==> config.mk <==
export PLATFORM = sky130hd
export DESIGN_NAME = ppf_port_pins
export DESIGN_NICKNAME = d
export VERILOG_FILES = /design/src/common/ppf_pkg.sv /design/src/ppf_port_pins.sv
export SDC_FILE = /design/constraint.sdc
export NUM_CORES = 1
export LEC_CHECK = 0
export ABC_AREA = 1
export BUFFER_PORTS_ARGS = -buffer_cell sky130_fd_sc_hd__buf_2
export CORE_ASPECT_RATIO = 0.6
export CORE_UTILIZATION = 40
export DETAILED_ROUTE_END_ITERATION = 7
export GPL_TIMING_DRIVEN = 0
export PLACE_DENSITY = 0.66
export SYNTH_ARGS = -nofsm -noshare
export SYNTH_HDL_FRONTEND = slang
export SYNTH_SLANG_ARGS = --single-unit
==> constraint.sdc <==
create_clock -name clk_sys_i -period 3.1 [get_ports clk_sys_i]
set_clock_uncertainty 0.1 [all_clocks]
set_input_delay 0.62 -clock clk_sys_i [delete_from_list [all_inputs] [get_ports clk_sys_i]]
set_output_delay 0.62 -clock clk_sys_i [all_outputs]
set_load 0.02 [all_outputs]
==> src/common/ppf_pkg.sv <==
`default_nettype none
package ppf_pkg;

    // ************************************************************
    // Register offsets
    // ************************************************************
    localparam logic [3:0] PPF_OFS_P3    = 4'h0; // Timer shared port
    localparam logic [3:0] PPF_OFS_P6    = 4'h1; // Analog shared port
    localparam logic [3:0] PPF_OFS_P7    = 4'h2; // Key input port
    localparam logic [3:0] PPF_OFS_P8    = 4'h3; // Single bit port
    localparam logic [3:0] PPF_OFS_DIRA3 = 4'h4; // Direction A, low
    localparam logic [3:0] PPF_OFS_DIRA6 = 4'h5; // Direction A, high
    localparam logic [3:0] PPF_OFS_DIRC  = 4'h6; // Direction C
    localparam logic [3:0] PPF_OFS_PUA   = 4'h7; // Pull-up select A
    localparam logic [3:0] PPF_OFS_PUB   = 4'h8; // Pull-up select B
    localparam logic [3:0] PPF_OFS_EIM   = 4'h9; // Ext irq edge mode
    localparam logic [3:0] PPF_OFS_KIM   = 4'ha; // Key irq source mode

    // ************************************************************
    // Field positions
    // ************************************************************
    localparam int PPF_PU_P3_BIT   = 0; // Pull-up A, timer port
    localparam int PPF_PU_P6_BIT   = 1; // Pull-up A, analog port
    localparam int PPF_EIM_FLT_BIT = 2; // Noise filter connect
    localparam int PPF_EIM_RTE_BIT = 3; // Filter slow rate

    // ************************************************************
    // Reset values
    // ************************************************************
    localparam logic [3:0] PPF_RST_LATCH = 4'h0;
    localparam logic [3:0] PPF_RST_DIR   = 4'h0;
    localparam logic [3:0] PPF_RST_MODE  = 4'h0;

    // ************************************************************
    // Filter sampling dividers (terminal counts)
    // ************************************************************
    localparam logic [5:0] PPF_FLT_FAST = 6'h03;
    localparam logic [5:0] PPF_FLT_SLOW = 6'h3f;

    // Edge choice of the external interrupt input
    typedef enum logic [1:0] {
        PPF_EDGE_RISE = 2'b00,
        PPF_EDGE_FALL = 2'b01,
        PPF_EDGE_BOTH = 2'b10,
        PPF_EDGE_OFF  = 2'b11
    } ppf_edge_t;

    // One register port request
    typedef struct packed {
        logic [3:0] addr;
        logic [3:0] wdata;
        logic       wr;
        logic       rd;
        logic       bit_op;
        logic [1:0] bit_sel;
    } ppf_bus_req_t;

endpackage
`default_nettype wire

==> src/ppf_port_pins.sv <==
// The register addresses and the strobed register port were left to the implementer.
`default_nettype none
// How it works
// RULE1 - Per-pin direction, groups A and C
// RULE2 - Pull-ups per 4-bit port, single bit
// RULE3 - Bit or nibble access, no 8-bit
// RULE4 - Reset makes every port pin input
// RULE5 - Key pins are always inputs
// RULE6 - Timer wave drives pin: latch 0, output
// RULE7 - Timer start clears output flip-flop
// RULE8 - Two bits pick interrupt edge
// RULE9 - Reset selects rising edge
// RULE10 - Unfiltered input accepts pulse directly
// RULE11 - Optional noise filter, two sample rates
// RULE12 - Ext edge releases standby unless filtered
// RULE13 - Key falling edges form one source
// RULE14 - After reset keys are plain inputs
// RULE15 - Enable high, stop: key edge resets
// RULE16 - Enable low: never reset from keys
// RULE17 - Reset asynchronous, above everything
// RULE18 - Reset also releases stop and halt
// RULE19 - Software keeps analog pull-up off
// RULE20 - Latch kept in input, driven later
module ppf_port_pins
    import ppf_pkg::*;
(
    // Clock and reset
    input  wire logic         clk_sys_i,
    input  wire logic         sys_rst_i,
    // Register port
    input  wire ppf_bus_req_t bus_i,
    output logic [3:0]        rdata_o,
    // Timer shared port pins
    input  wire logic [3:0]   p3_in_i,
    output logic [3:0]        p3_out_o,
    output logic [3:0]        p3_oe_o,
    output logic              p3_pu_o,
    // Analog shared port pins
    input  wire logic [3:0]   p6_in_i,
    output logic [3:0]        p6_out_o,
    output logic [3:0]        p6_oe_o,
    output logic              p6_pu_o,
    // Single bit port pin
    input  wire logic         p8_in_i,
    output logic              p8_out_o,
    output logic              p8_oe_o,
    output logic              p8_pu_o,
    // Key input port pins and key reset enable pin
    input  wire logic [3:0]   p7_in_i,
    input  wire logic         krr_en_i,
    // Timer side
    input  wire logic [2:0]   timer_toggle_i,
    input  wire logic [2:0]   timer_start_i,
    // CPU standby state
    input  wire logic         stop_mode_i,
    input  wire logic         halt_mode_i,
    // Events
    output logic              ext_irq_o,
    output logic              key_irq_o,
    output logic              standby_release_o,
    output logic              key_reset_o
);

    // ************************************************************
    // Registers
    // ************************************************************
    logic [3:0] lat3;      // Output latch, timer port
    logic [3:0] lat6;      // Output latch, analog port
    logic       lat8;      // Output latch, single bit
    logic [3:0] dir3;      // Direction A low
    logic [3:0] dir6;      // Direction A high
    logic       dir8;      // Direction C
    logic [1:0] pua;       // Pull-up select A
    logic       pub;       // Pull-up select B
    logic [3:0] eim;       // Ext irq edge mode
    logic       kim;       // Key irq source enable
    logic [2:0] tff;       // Timer output flip-flops

    // ************************************************************
    // Pin synchronisers
    // ************************************************************
    logic [13:0] sync1;    // First stage
    logic [13:0] sync2;    // Second stage
    logic [3:0]  pin3;
    logic [3:0]  pin6;
    logic        pin8;
    logic [3:0]  pin7;
    logic        krr_q;

    // Two flip-flops on every pin input
    always_ff @(posedge clk_sys_i or posedge sys_rst_i)
    begin
        if (sys_rst_i) // RULE17
        begin
            sync1 <= 14'h0000;
            sync2 <= 14'h0000;
        end
        else
        begin
            sync1 <= {p3_in_i, p6_in_i, p8_in_i, p7_in_i, krr_en_i};
            sync2 <= sync1;
        end
    end

    assign {pin3, pin6, pin8, pin7, krr_q} = sync2;

    // ************************************************************
    // Write decode
    // ************************************************************
    wire wr_p3  = bus_i.wr && (bus_i.addr == PPF_OFS_P3);
    wire wr_p6  = bus_i.wr && (bus_i.addr == PPF_OFS_P6);
    wire wr_p8  = bus_i.wr && (bus_i.addr == PPF_OFS_P8);
    wire wr_d3  = bus_i.wr && (bus_i.addr == PPF_OFS_DIRA3);
    wire wr_d6  = bus_i.wr && (bus_i.addr == PPF_OFS_DIRA6);
    wire wr_d8  = bus_i.wr && (bus_i.addr == PPF_OFS_DIRC);
    wire wr_pua = bus_i.wr && (bus_i.addr == PPF_OFS_PUA);
    wire wr_pub = bus_i.wr && (bus_i.addr == PPF_OFS_PUB);
    wire wr_eim = bus_i.wr && (bus_i.addr == PPF_OFS_EIM);
    wire wr_kim = bus_i.wr && (bus_i.addr == PPF_OFS_KIM);

    // Bit mask of one access: single bit or whole nibble
    wire [3:0] acc_mask = bus_i.bit_op ? (4'h1 << bus_i.bit_sel)
                                       : 4'hf;
    wire [3:0] acc_data = bus_i.bit_op ? {4{bus_i.wdata[0]}}
                                       : bus_i.wdata;

    // Merge an access into an old nibble
    function automatic logic [3:0] upd(input logic [3:0] old);
        upd = (old & ~acc_mask) | (acc_data & acc_mask); // RULE3
    endfunction

    // Latches, independent of direction
    always_ff @(posedge clk_sys_i or posedge sys_rst_i)
    begin
        if (sys_rst_i)
        begin
            lat3 <= PPF_RST_LATCH;
            lat6 <= PPF_RST_LATCH;
            lat8 <= 1'b0;
        end
        else
        begin
            if (wr_p3)
                lat3 <= upd(lat3); // RULE20
            if (wr_p6)
                lat6 <= upd(lat6);
            if (wr_p8)
                lat8 <= 1'(upd({3'h0, lat8}));
        end
    end

    // Direction, pull-up and mode registers
    always_ff @(posedge clk_sys_i or posedge sys_rst_i)
    begin
        if (sys_rst_i)
        begin
            dir3 <= PPF_RST_DIR; // RULE4
            dir6 <= PPF_RST_DIR;
            dir8 <= 1'b0;
            pua  <= 2'b00;
            pub  <= 1'b0;
            eim  <= PPF_RST_MODE; // RULE9
            kim  <= 1'b0; // RULE14
        end
        else
        begin
            if (wr_d3)
                dir3 <= upd(dir3); // RULE1
            if (wr_d6)
                dir6 <= upd(dir6);
            if (wr_d8)
                dir8 <= 1'(upd({3'h0, dir8}));
            if (wr_pua)
                pua <= 2'(upd({2'b00, pua})); // RULE2
            if (wr_pub)
                pub <= 1'(upd({3'h0, pub}));
            if (wr_eim)
                eim <= upd(eim); // RULE8
            if (wr_kim)
                kim <= 1'(upd({3'h0, kim})); // RULE13
        end
    end

    // ************************************************************
    // Read port, data one cycle after the strobe
    // ************************************************************
    logic [3:0] rd_val;   // Addressed nibble
    wire  [3:0] rd_bit = {3'h0, rd_val[bus_i.bit_sel]};

    // Register select
    always_comb
    begin
        if (bus_i.addr == PPF_OFS_P3)
            rd_val = pin3;
        else if (bus_i.addr == PPF_OFS_P6)
            rd_val = pin6;
        else if (bus_i.addr == PPF_OFS_P7)
            rd_val = pin7; // RULE5
        else if (bus_i.addr == PPF_OFS_P8)
            rd_val = {3'h0, pin8};
        else if (bus_i.addr == PPF_OFS_DIRA3)
            rd_val = dir3;
        else if (bus_i.addr == PPF_OFS_DIRA6)
            rd_val = dir6;
        else if (bus_i.addr == PPF_OFS_DIRC)
            rd_val = {3'h0, dir8};
        else if (bus_i.addr == PPF_OFS_PUA)
            rd_val = {2'b00, pua};
        else if (bus_i.addr == PPF_OFS_PUB)
            rd_val = {3'h0, pub};
        else if (bus_i.addr == PPF_OFS_EIM)
            rd_val = eim;
        else if (bus_i.addr == PPF_OFS_KIM)
            rd_val = {3'h0, kim};
        else
            rd_val = 4'h0; // Unmapped reads zero
    end

    // Read data register
    always_ff @(posedge clk_sys_i or posedge sys_rst_i)
    begin
        if (sys_rst_i)
            rdata_o <= 4'h0;
        else if (bus_i.rd)
            rdata_o <= bus_i.bit_op ? rd_bit : rd_val; // RULE3
        else
            rdata_o <= 4'h0;
    end

    // ************************************************************
    // Timer output flip-flops and pin drive
    // ************************************************************
    logic [3:0] drv3;     // Next level of the timer port

    for (genvar k = 0; k < 4; k++)
    begin : g_tmr
        if (k < 3)
        begin : g_ff
            // Start clears, toggle flips
            always_ff @(posedge clk_sys_i or posedge sys_rst_i)
            begin
                if (sys_rst_i)
                    tff[k] <= 1'b0;
                else if (timer_start_i[k])
                    tff[k] <= 1'b0; // RULE7
                else if (timer_toggle_i[k])
                    tff[k] <= ~tff[k];
            end
            // Wave only when the latch holds zero
            assign drv3[k] = lat3[k] | tff[k]; // RULE6
        end
        else
        begin : g_plain
            assign drv3[k] = lat3[k];
        end
    end

    // Registered pin outputs
    always_ff @(posedge clk_sys_i or posedge sys_rst_i)
    begin
        if (sys_rst_i)
        begin
            p3_out_o <= 4'h0;
            p3_oe_o  <= 4'h0; // RULE4
            p6_out_o <= 4'h0;
            p6_oe_o  <= 4'h0;
            p8_out_o <= 1'b0;
            p8_oe_o  <= 1'b0;
            p3_pu_o  <= 1'b0;
            p6_pu_o  <= 1'b0;
            p8_pu_o  <= 1'b0;
        end
        else
        begin
            p3_out_o <= drv3; // RULE20
            p3_oe_o  <= dir3; // RULE1
            p6_out_o <= lat6;
            p6_oe_o  <= dir6;
            p8_out_o <= lat8;
            p8_oe_o  <= dir8;
            p3_pu_o  <= pua[PPF_PU_P3_BIT]; // RULE2
            p6_pu_o  <= pua[PPF_PU_P6_BIT]; // RULE19
            p8_pu_o  <= pub;
        end
    end

    // ************************************************************
    // External interrupt input with optional filter
    // ************************************************************
    wire        flt_on  = eim[PPF_EIM_FLT_BIT];
    wire  [5:0] flt_tc  = eim[PPF_EIM_RTE_BIT] ? PPF_FLT_SLOW
                                               : PPF_FLT_FAST;
    wire        ext_raw = pin6[1];
    logic [5:0] flt_cnt;  // Sample divider
    logic       flt_smp;  // Last sample
    logic       flt_lvl;  // Filtered level
    logic       ext_prv;  // Previous chosen level
    wire        smp_en  = (flt_cnt >= flt_tc);
    wire        ext_lvl = flt_on ? flt_lvl : ext_raw;

    // Filter: two equal samples in a row pass
    always_ff @(posedge clk_sys_i or posedge sys_rst_i)
    begin
        if (sys_rst_i)
        begin
            flt_cnt <= 6'h00;
            flt_smp <= 1'b0;
            flt_lvl <= 1'b0;
        end
        else
        begin
            flt_cnt <= smp_en ? 6'h00 : flt_cnt + 6'h01;
            if (smp_en)
            begin
                flt_smp <= ext_raw;
                if (flt_smp == ext_raw)
                    flt_lvl <= ext_raw; // RULE11
            end
        end
    end

    wire rise = ext_lvl & ~ext_prv;
    wire fall = ~ext_lvl & ext_prv;

    // Edge choice
    logic ext_hit;
    always_comb
    begin
        case (ppf_edge_t'(eim[1:0]))
            PPF_EDGE_RISE: ext_hit = rise; // RULE8
            PPF_EDGE_FALL: ext_hit = fall;
            PPF_EDGE_BOTH: ext_hit = rise | fall;
            default:       ext_hit = 1'b0;
        endcase
    end

    // ************************************************************
    // Key inputs
    // ************************************************************
    logic [3:0] key_prv;  // Previous key levels
    wire key_fall = |(key_prv & ~pin7); // RULE13
    wire key_rst  = key_fall & krr_q & stop_mode_i; // RULE15
    wire key_rel  = key_fall & kim & ~krr_q; // RULE16
    wire ext_rel  = ext_hit & ~flt_on; // RULE12
    wire standby  = stop_mode_i | halt_mode_i;

    // Edge history and event outputs
    always_ff @(posedge clk_sys_i or posedge sys_rst_i)
    begin
        if (sys_rst_i)
        begin
            ext_prv           <= 1'b0;
            key_prv           <= 4'h0;
            ext_irq_o         <= 1'b0;
            key_irq_o         <= 1'b0;
            standby_release_o <= 1'b1; // RULE18
            key_reset_o       <= 1'b0;
        end
        else
        begin
            ext_prv           <= ext_lvl;
            key_prv           <= pin7;
            ext_irq_o         <= ext_hit; // RULE10
            key_irq_o         <= key_fall & kim;
            standby_release_o <= key_rst
                                 | (standby & (ext_rel | key_rel));
            key_reset_o       <= key_rst; // RULE16
        end
    end
endmodule // ppf_port_pins
`default_nettype wire

# --- Yosys cells after proc, flatten, opt, wreduce, memory -nomap -nowiden ---
# Cells that the tools add are included.
classes:
  n_lt_le_gt_ge: 2
  muxes: 27
  addsub: 1
  n_reduce_logical: 17
  n_bitwise: 46
  n_eq_ne: 13
  n_shift: 1
ops:
  columns: ["operator", "n"]
  rows:
  - ["$mux 4", 14]
  - ["$and 4x4->4", 7]
  - ["$or 4x4->4", 5]
  - ["$eq 4x3->1 const B", 4]
  - ["$and 1x1->1", 12]
  - ["$eq 4x4->1 const B", 3]
  - ["$mux 6", 2]
  - ["$or 1x1->1", 11]
  - ["$logic_and 1x1->1", 10]
  - ["$mux 1", 9]
  - ["$eq 4x2->1 const B", 2]
  - ["$not 4->4", 2]
  - ["$not 1->1", 7]
  - ["$add 6x1->6 const B", 1]
  - ["$ge 6x6->1", 1]
  - ["$reduce_bool 2->1", 3]
  - ["$eq 4x1->1 const B", 1]
  - ["$logic_not 4->1", 1]
  - ["$reduce_or 4->1", 1]
  - ["$shl 1x2->4 const A", 1]
  - ["$lt 2x3->1 const B", 1]
  - ["$pmux 1 s3", 1]
  - ["$and 2x2->2", 1]
  - ["$bmux 1 s2", 1]
  - ["6 further kinds", 6]
totals:
  ff_bits: 99
  in_bits: 37
  wordCells: 141

# --- Logic depth before layout (Yosys ltp) ---
# Gate-level depths: netlist of the first run.
depth:
  word_depth: 16
  ltp_mapped: 12

# --- Least setup slack after synthesis of the first run ---
# No wires, ideal clock.
synth_path:
  path_type: "register to register"
  start: "register with a tool-made name"
  end: "register standby_release_o"
  synth_period_minus_slack_ns: 1.709
  path_slack_ns: 1.391
  setup_ns: 0.061
  arrival_ns: 1.548
  stages_incl_launch_ff: 9
  required_time_ns: 2.939
  path_cell_list: "dfrtp_1 > o21ai_0 > inv_1 > ha_1 > a221oi_1 > nand2_1 > o31ai_1 > o21ai_0 > nand2_1"
synth_rtl:
  columns: ["item", "line", "source"]
  rows:
  - ["end signal, assigned", "ppf_port_pins.sv:365", "standby_release_o <= key_rst"]
  - ["end, declared", "ppf_port_pins.sv:60", "output logic standby_release_o,"]

==> metrics.cfg, run 1 <==
[outcome]
status = finished clean

[timing]
worst_slew_pin_slew_ns = 0.614
finalCritPeriodShare_pct = 68.6
hold_violations = 0
rsz0062_at_grt = false
finalMaxSlewViolations = 0
tns_ns = 0
whs_ns = 0.215
fmax_mhz = 470
min_period_ns = 2.13
slew_headroom_pct = 59.1
setup_viol = 0

[setup_path]
reg2regPathDepth = 8
slowest_delay_ns = 0.50
required_ns = 3.29
path_cells = o21ai_0 > inv_1 > ha_1 > a221oi_1 > nand2_1 > o31ai_1 > o21ai_0 > nand2_1
worstSetupPathType = reg -> reg
worst_ep_arrival_time_ns = 2.32
end_kind = register
r2r_end = standby_release_o
critPathMaxFanout = 5
startpoint_type = register
r2r_slack_ns = 0.97
slowest_stage = a221oi_1
path_delay_family = compound AO/OA/AOI/OAI gates
path_buf_inv = 1

[yosys]
async_flop_share_pct = 100
netlist_instances = 351
syn-num-nets = 395
synth-edff-count = 0
synth_area_leader_cell = dfrtp_1
syn_area_um2 = 3830
synth-seq-cells = 99
synth.top_cells.by_area = dfrtp_1, nand2_1, a21oi_1, a31oi_1, inv_1
avgSynthCellArea_um2 = 10.9
synth_commonest_cells = dfrtp_1, nand2_1, inv_1
ys.flop_type = dfrtp_1
ys_seq_area_share_pct = 64.6
synth_top_area_share_pct = 63.9
yosys_warnings = 0
synth_cell_types = 39
yosysMostFrequentCell = dfrtp_1

[route]
final_antenna_net_count = 0
post_drt_wl_per_cell_um = 13.8
drcViolationCount = 0
drt_first_iter_violations = 168
dr.pass1.iters = 4
totalWireLength_mm = 7.73
vias = 2741
vias_per_cell = 4.88

[global_route]
grt_pass1_vias = 2606
gr-total-overflow = 0
grt_max_degree = 41
track_usage_pct = 17.3
antenna_found_initial = 0
grt_pass1_wl_mm = 12.9

[pwr]
peakVddDrop_uv = 333
leakage_nw = 2.28
p_per_area_nw_per_um2 = 738

[clock_tree]
ctsResizeCount = 0
clk_pin_slew_worst_paths_ns = 0.07
htreeDepth = 3
clockBufferDepth = 2
cts-root-buf = clkbuf_16
cts_tree = done
clock_latency_ns = 0.34
cts_made_buffers = 9
postCtsSetupBuffers = 0
ctsHoldBuffers = 0
clock-sinks = 99

[floorplanning]
die_h_um = 77.8
die_area_um2 = 10000
die_w_um = 128
fp.coreArea_um2 = 9220
row_count = 27
initial_utilization_pct = 41.6
io_pins = 66

[placed_design]
io_buffer_count = 64
place.gp.congestion = 0.839
dpl.hpwl_mm = 5.81
placed_cells = 547

[finish]
fin_nets = 472
drive_above_1_share_pct = 26.4
antenna_cells = 0
area_growth_pct = 21.4
stdcell_count = 562

[flow_run]
cap_violations = 0

[min_path]
hp-class = in -> async

-- how the worst max path moves through the flow --
stage,from,end,cells after the start
6_report,register,standby_release_o,8
5_1_grt,register,standby_release_o,8
4_1_cts,register,standby_release_o,8
3_5_place_dp,register,standby_release_o,8
3_3_place_gp,sys_rst_i,sync1[1],2
2_1_floorplan,sys_rst_i,async pin,1
-- metrics by stage --
step | power [mW] | setup WS (ns) | util (%) | cell area [um2]
CTS | 3.47 | 0.951 | 50.5 | 4650
floorplan | 2.12 | 1.21 | - | 3840
global placement | 2.33 | 0.624 | 46.9 | 4320
finish | 3.43 | 0.972 | 50.5 | 4650
global route | 3.64 | 0.708 | 50.5 | 4650
detailed placement | 2.38 | 0.964 | 47.3 | 4360
-- where the power goes --
| group | internal, mW | total [mW] | switching (mW) |
|---|---|---|---|
| Clock | 0.639 | 1.09 | 0.450 |
| Combinational | 0.247 | 0.669 | 0.422 |
| Sequential | 1.53 | 1.68 | 0.141 |
-- per-layer routing --
| layer | vias to the layer above | GRT usage (%) | part of all wire [%] | wire, um |
|---|---|---|---|---|
| met5 | - | 0 | 0 | 0 |
| met4 | 0 | 5.76 | 0.25 | 19 |
| met3 | 2 | 6.21 | 8.3 | 644 |
| met2 | 89 | 24.5 | 44 | 3430 |
| met1 | 1316 | 24.5 | 47 | 3640 |
| li1 | 1334 | - | - | - |
-- logic make-up (layout without fill, tap and decap cells) --
logic type | after synthesis | in the layout | share of synthesized area [%]
flops | 99 | 99 | 64.6
compound gates | 76 | 76 | 11.2
xor+xnor | 2 | 2 | 0.457
buf+inv | 45 | 126 | 4.67
fa+ha+maj | 7 | 7 | 2.28
simple gates | 122 | 122 | 16.7
-- placed cells by master, fill, tap and decap left out, drive strengths merged, types with 2 or more instances in the layout --
| cell | count |
|---|---|
| nor3b | 2 |
| nor2 | 33 |
| nand2 | 49 |
| inv | 40 |
| or2 | 4 |
| nand4 | 5 |
| nand3 | 22 |
| ha | 7 |
| a31oi | 21 |
| buf | 68 |
| dfrtp | 98 |
| clkbuf | 11 |
| nor3 | 6 |
| o21bai | 3 |
| clkinv | 5 |
| a21oi | 32 |
| o21ai | 14 |
-- layout make-up --
| type | instances | area [um2] |
|---|---|---|
| buffer | 3 | 16.3 |
| clock buffer | 10 | 239 |
| clock inverter | 5 | 53.8 |
| fill | 839 | 4570 |
| inverter | 42 | 166 |
| multi-input combinational | 207 | 1180 |
| sequential | 99 | 2480 |
| tap | 130 | 163 |
| timing repair buffer | 66 | 360 |
(Power assumes the default switching activity.)
==> run 2, diff against run 1 <==
Settings changed: ABC_AREA 1 to 0.
Clock period 3.1 ns to 1.9 ns, I/O delays scaled along.
==> run 2 against run 1 <==
Clock power rose by 59%. Sequential power rose by 60%. Sequential cell count did not move. First-iteration DRC count rose by 0.60%. Critical path type unchanged.
==> metrics.cfg, run 2 <==
[setup_path]
path_cells = mux2i_2 > inv_2 > ha_4 > nor2b_1 > a21oi_1 > a211o_1 > a21boi_1 > o2bb2a_2
r2r_slack_ns = 0.02
required_ns = 2.10
reg2regPathDepth = 8
end_kind = register
worst_ep_arrival_time_ns = 2.08
worstSetupPathType = reg -> reg
timing.critical_path.to = standby_release_o
slowest_stage = dfrtp_1
slowest_delay_ns = 0.38
r2r_end = standby_release_o
critPathMaxFanout = 2
startpoint_type = register

[timing]
setup_viol = 0
slew_headroom_pct = 45.4
worst_slew_pin_slew_ns = 0.813
rsz0062_at_grt = true
hold_violations = 0
min_period_ns = 1.88
fmax_mhz = 531
finalCritPeriodShare_pct = 99.2
whs_ns = 0.0316
finalMaxSlewViolations = 0

[floorplanning]
row_count = 27
io_pins = 66
die_area_um2 = 10100
die_h_um = 78.3
initial_utilization_pct = 41.7
die_w_um = 129
fp.coreArea_um2 = 9290

[yosys]
synth_cell_types = 50
ys_seq_area_share_pct = 63.9
synth-seq-cells = 99
synth.top_cells.by_area = dfrtp_1, mux2_2, ha_1, inv_1, nand2_1
syn-num-nets = 354
async_flop_share_pct = 100
yosys_warnings = 0
ys.flop_type = dfrtp_1
synth_top_area_share_pct = 63.2
synth_area_leader_cell = dfrtp_1
synth-edff-count = 0
avgSynthCellArea_um2 = 12.5
yosysMostFrequentCell = dfrtp_1
synth_commonest_cells = dfrtp_1, mux2_2, inv_1
netlist_instances = 310
syn_area_um2 = 3880

[global_route]
antenna_found_initial = 0
grt_pass1_wl_mm = 13.3
track_usage_pct = 18.0
gr-total-overflow = 0
grt_max_degree = 45
grt_pass1_vias = 2629

[pwr]
leakage_nw = 2.25
peakVddDrop_uv = 441
p_per_area_nw_per_um2 = 1150

[finish]
drive_above_1_share_pct = 33.0
stdcell_count = 530
fin_nets = 439
layout_commonest_cell = dfrtp_1
final_cell_mix = dfrtp_1, buf_2, mux2_2, nand2_1
area_growth_pct = 23.3
antenna_cells = 0
fin_area_um2 = 4780
fillers = 822

[clock_tree]
cts_tree = done
htreeDepth = 3
cts_made_buffers = 9
clk_pin_slew_worst_paths_ns = 0.07
clockBufferDepth = 2
cts-root-buf = clkbuf_16
clock_latency_ns = 0.35
clock-sinks = 99

[route]
final_antenna_net_count = 0
drt_first_iter_violations = 169
totalWireLength_mm = 8.09
post_drt_wl_per_cell_um = 15.3
vias = 2615
drcViolationCount = 0
vias_per_cell = 4.93
dr.pass1.iters = 4

[placed_design]
placed_cells = 505
place_area_um2 = 4400
io_buffer_count = 63
place.gp.congestion = 0.893
dpl.hpwl_mm = 5.82

[min_path]
hp-class = in -> reg

[outcome]
status = finished clean

[flow_run]
cap_violations = 0

[run 2: cell types whose count changed after synthesis, moves of 4 or more]
cell / previous run / this run
a21oi_1: 32 / 9
and2_1: 0 / 4
nand2_1: 46 / 20
inv_2: 5 / 0
nor2_4: 6 / 0
xnor2_1: 1 / 5
nand2b_1: 0 / 6
nor2b_1: 0 / 6
mux2_2: 0 / 23
nand3_1: 20 / 12
nor2_1: 24 / 18
inv_1: 34 / 21
a31oi_1: 21 / 0
[run 2: cell type report]
| type | count | area [um2] | area share [%] |
|---|---|---|---|
| sequential | 99 | 2480 | 51.8 |
| multi-input combinational | 178 | 1280 | 26.9 |
| timing repair buffer | 74 | 425 | 8.90 |
| clock buffer | 9 | 225 | 4.71 |
| tap | 130 | 163 | 3.40 |
| inverter | 21 | 82.6 | 1.73 |
| buffer | 12 | 61.3 | 1.28 |
| clock inverter | 7 | 60.1 | 1.26 |
[run 2: cells by family (layout without fill, tap and decap cells)]
family / after synthesis / count (layout) / share of synthesized area (%)
AOI/OAI and AO/OA: 50 / 50 / 9.26
xor gates and xnor gates: 7 / 7 / 1.58
adders and majority gates: 7 / 7 / 2.26
buffers and inverters: 33 / 123 / 3.61
DFF: 99 / 99 / 63.9
muxes: 26 / 26 / 7.78
and+or+nand+nor: 88 / 88 / 11.6
[run 2: per-stage QoR]
stage	setup WS (ns)	TNS [ns]	power, mW	utilization [%]
CTS	0.00895	0	5.55	50.9
floorplan	0.0948	0	3.39	-
global route	-0.0815	-0.0815	5.82	51.5
finish	0.0155	0	5.52	51.5
detailed placement	-0.493	-3.76	3.76	47.4
global placement	-0.574	-36.99	3.71	46.9
[run 2: repair_timing]
action	CTS	global route
resized for setup	2	5
hold endpoints to repair	16	0
setup buffers	4	4
pin swaps	2	5
hold buffers	1	0
setup endpoints to repair	8	3
[run 2: critical path, delay by kind of cell (launching register included)]
| kind | cells | cell delay, ns |
|---|---|---|
| adder cells (fa/ha/maj) | 1 | 0.21 |
| AND/OR/NAND/NOR | 1 | 0.10 |
| flip-flops | 1 | 0.38 |
| multiplexers | 1 | 0.26 |
| buffers and inverters | 1 | 0.08 |
| AO/OA/AOI/OAI | 4 | 0.69 |
[run 2: worst min path at each step]
| stage | endpoint | cells past startpoint | start | slack (ns) |
|---|---|---|---|---|
| 2_1_floorplan | sync2[0] | 0 | sync1[0] | 0.23 |
| 3_3_place_gp | sync2[4] | 0 | sync1[4] | 0.23 |
| 3_5_place_dp | sync2[11] | 0 | sync1[11] | 0.24 |
| 4_1_cts | sync1[11] | 1 | p3_in_i[1] | 0.02 |
| 5_1_grt | sync1[9] | 1 | p6_in_i[3] | 0.02 |
| 6_report | sync1[7] | 1 | p6_in_i[1] | 0.03 |
[run 2: power breakdown]
group | internal, mW | total [mW] | switching [mW]
combinational | 0.480 | 1.10 | 0.622
clock | 0.910 | 1.73 | 0.823
sequential | 2.48 | 2.68 | 0.203
total | 3.87 | 5.52 | 1.65
[run 2: routing by layer]
layer  up-vias  share of wire (%)  GRT usage (%)
li1       1254                  -              -
met2        89                 41           24.2
met4         0               0.99           6.35
met5         -                  0              0
met1      1262                 51           25.9
met3        10                7.1           7.09
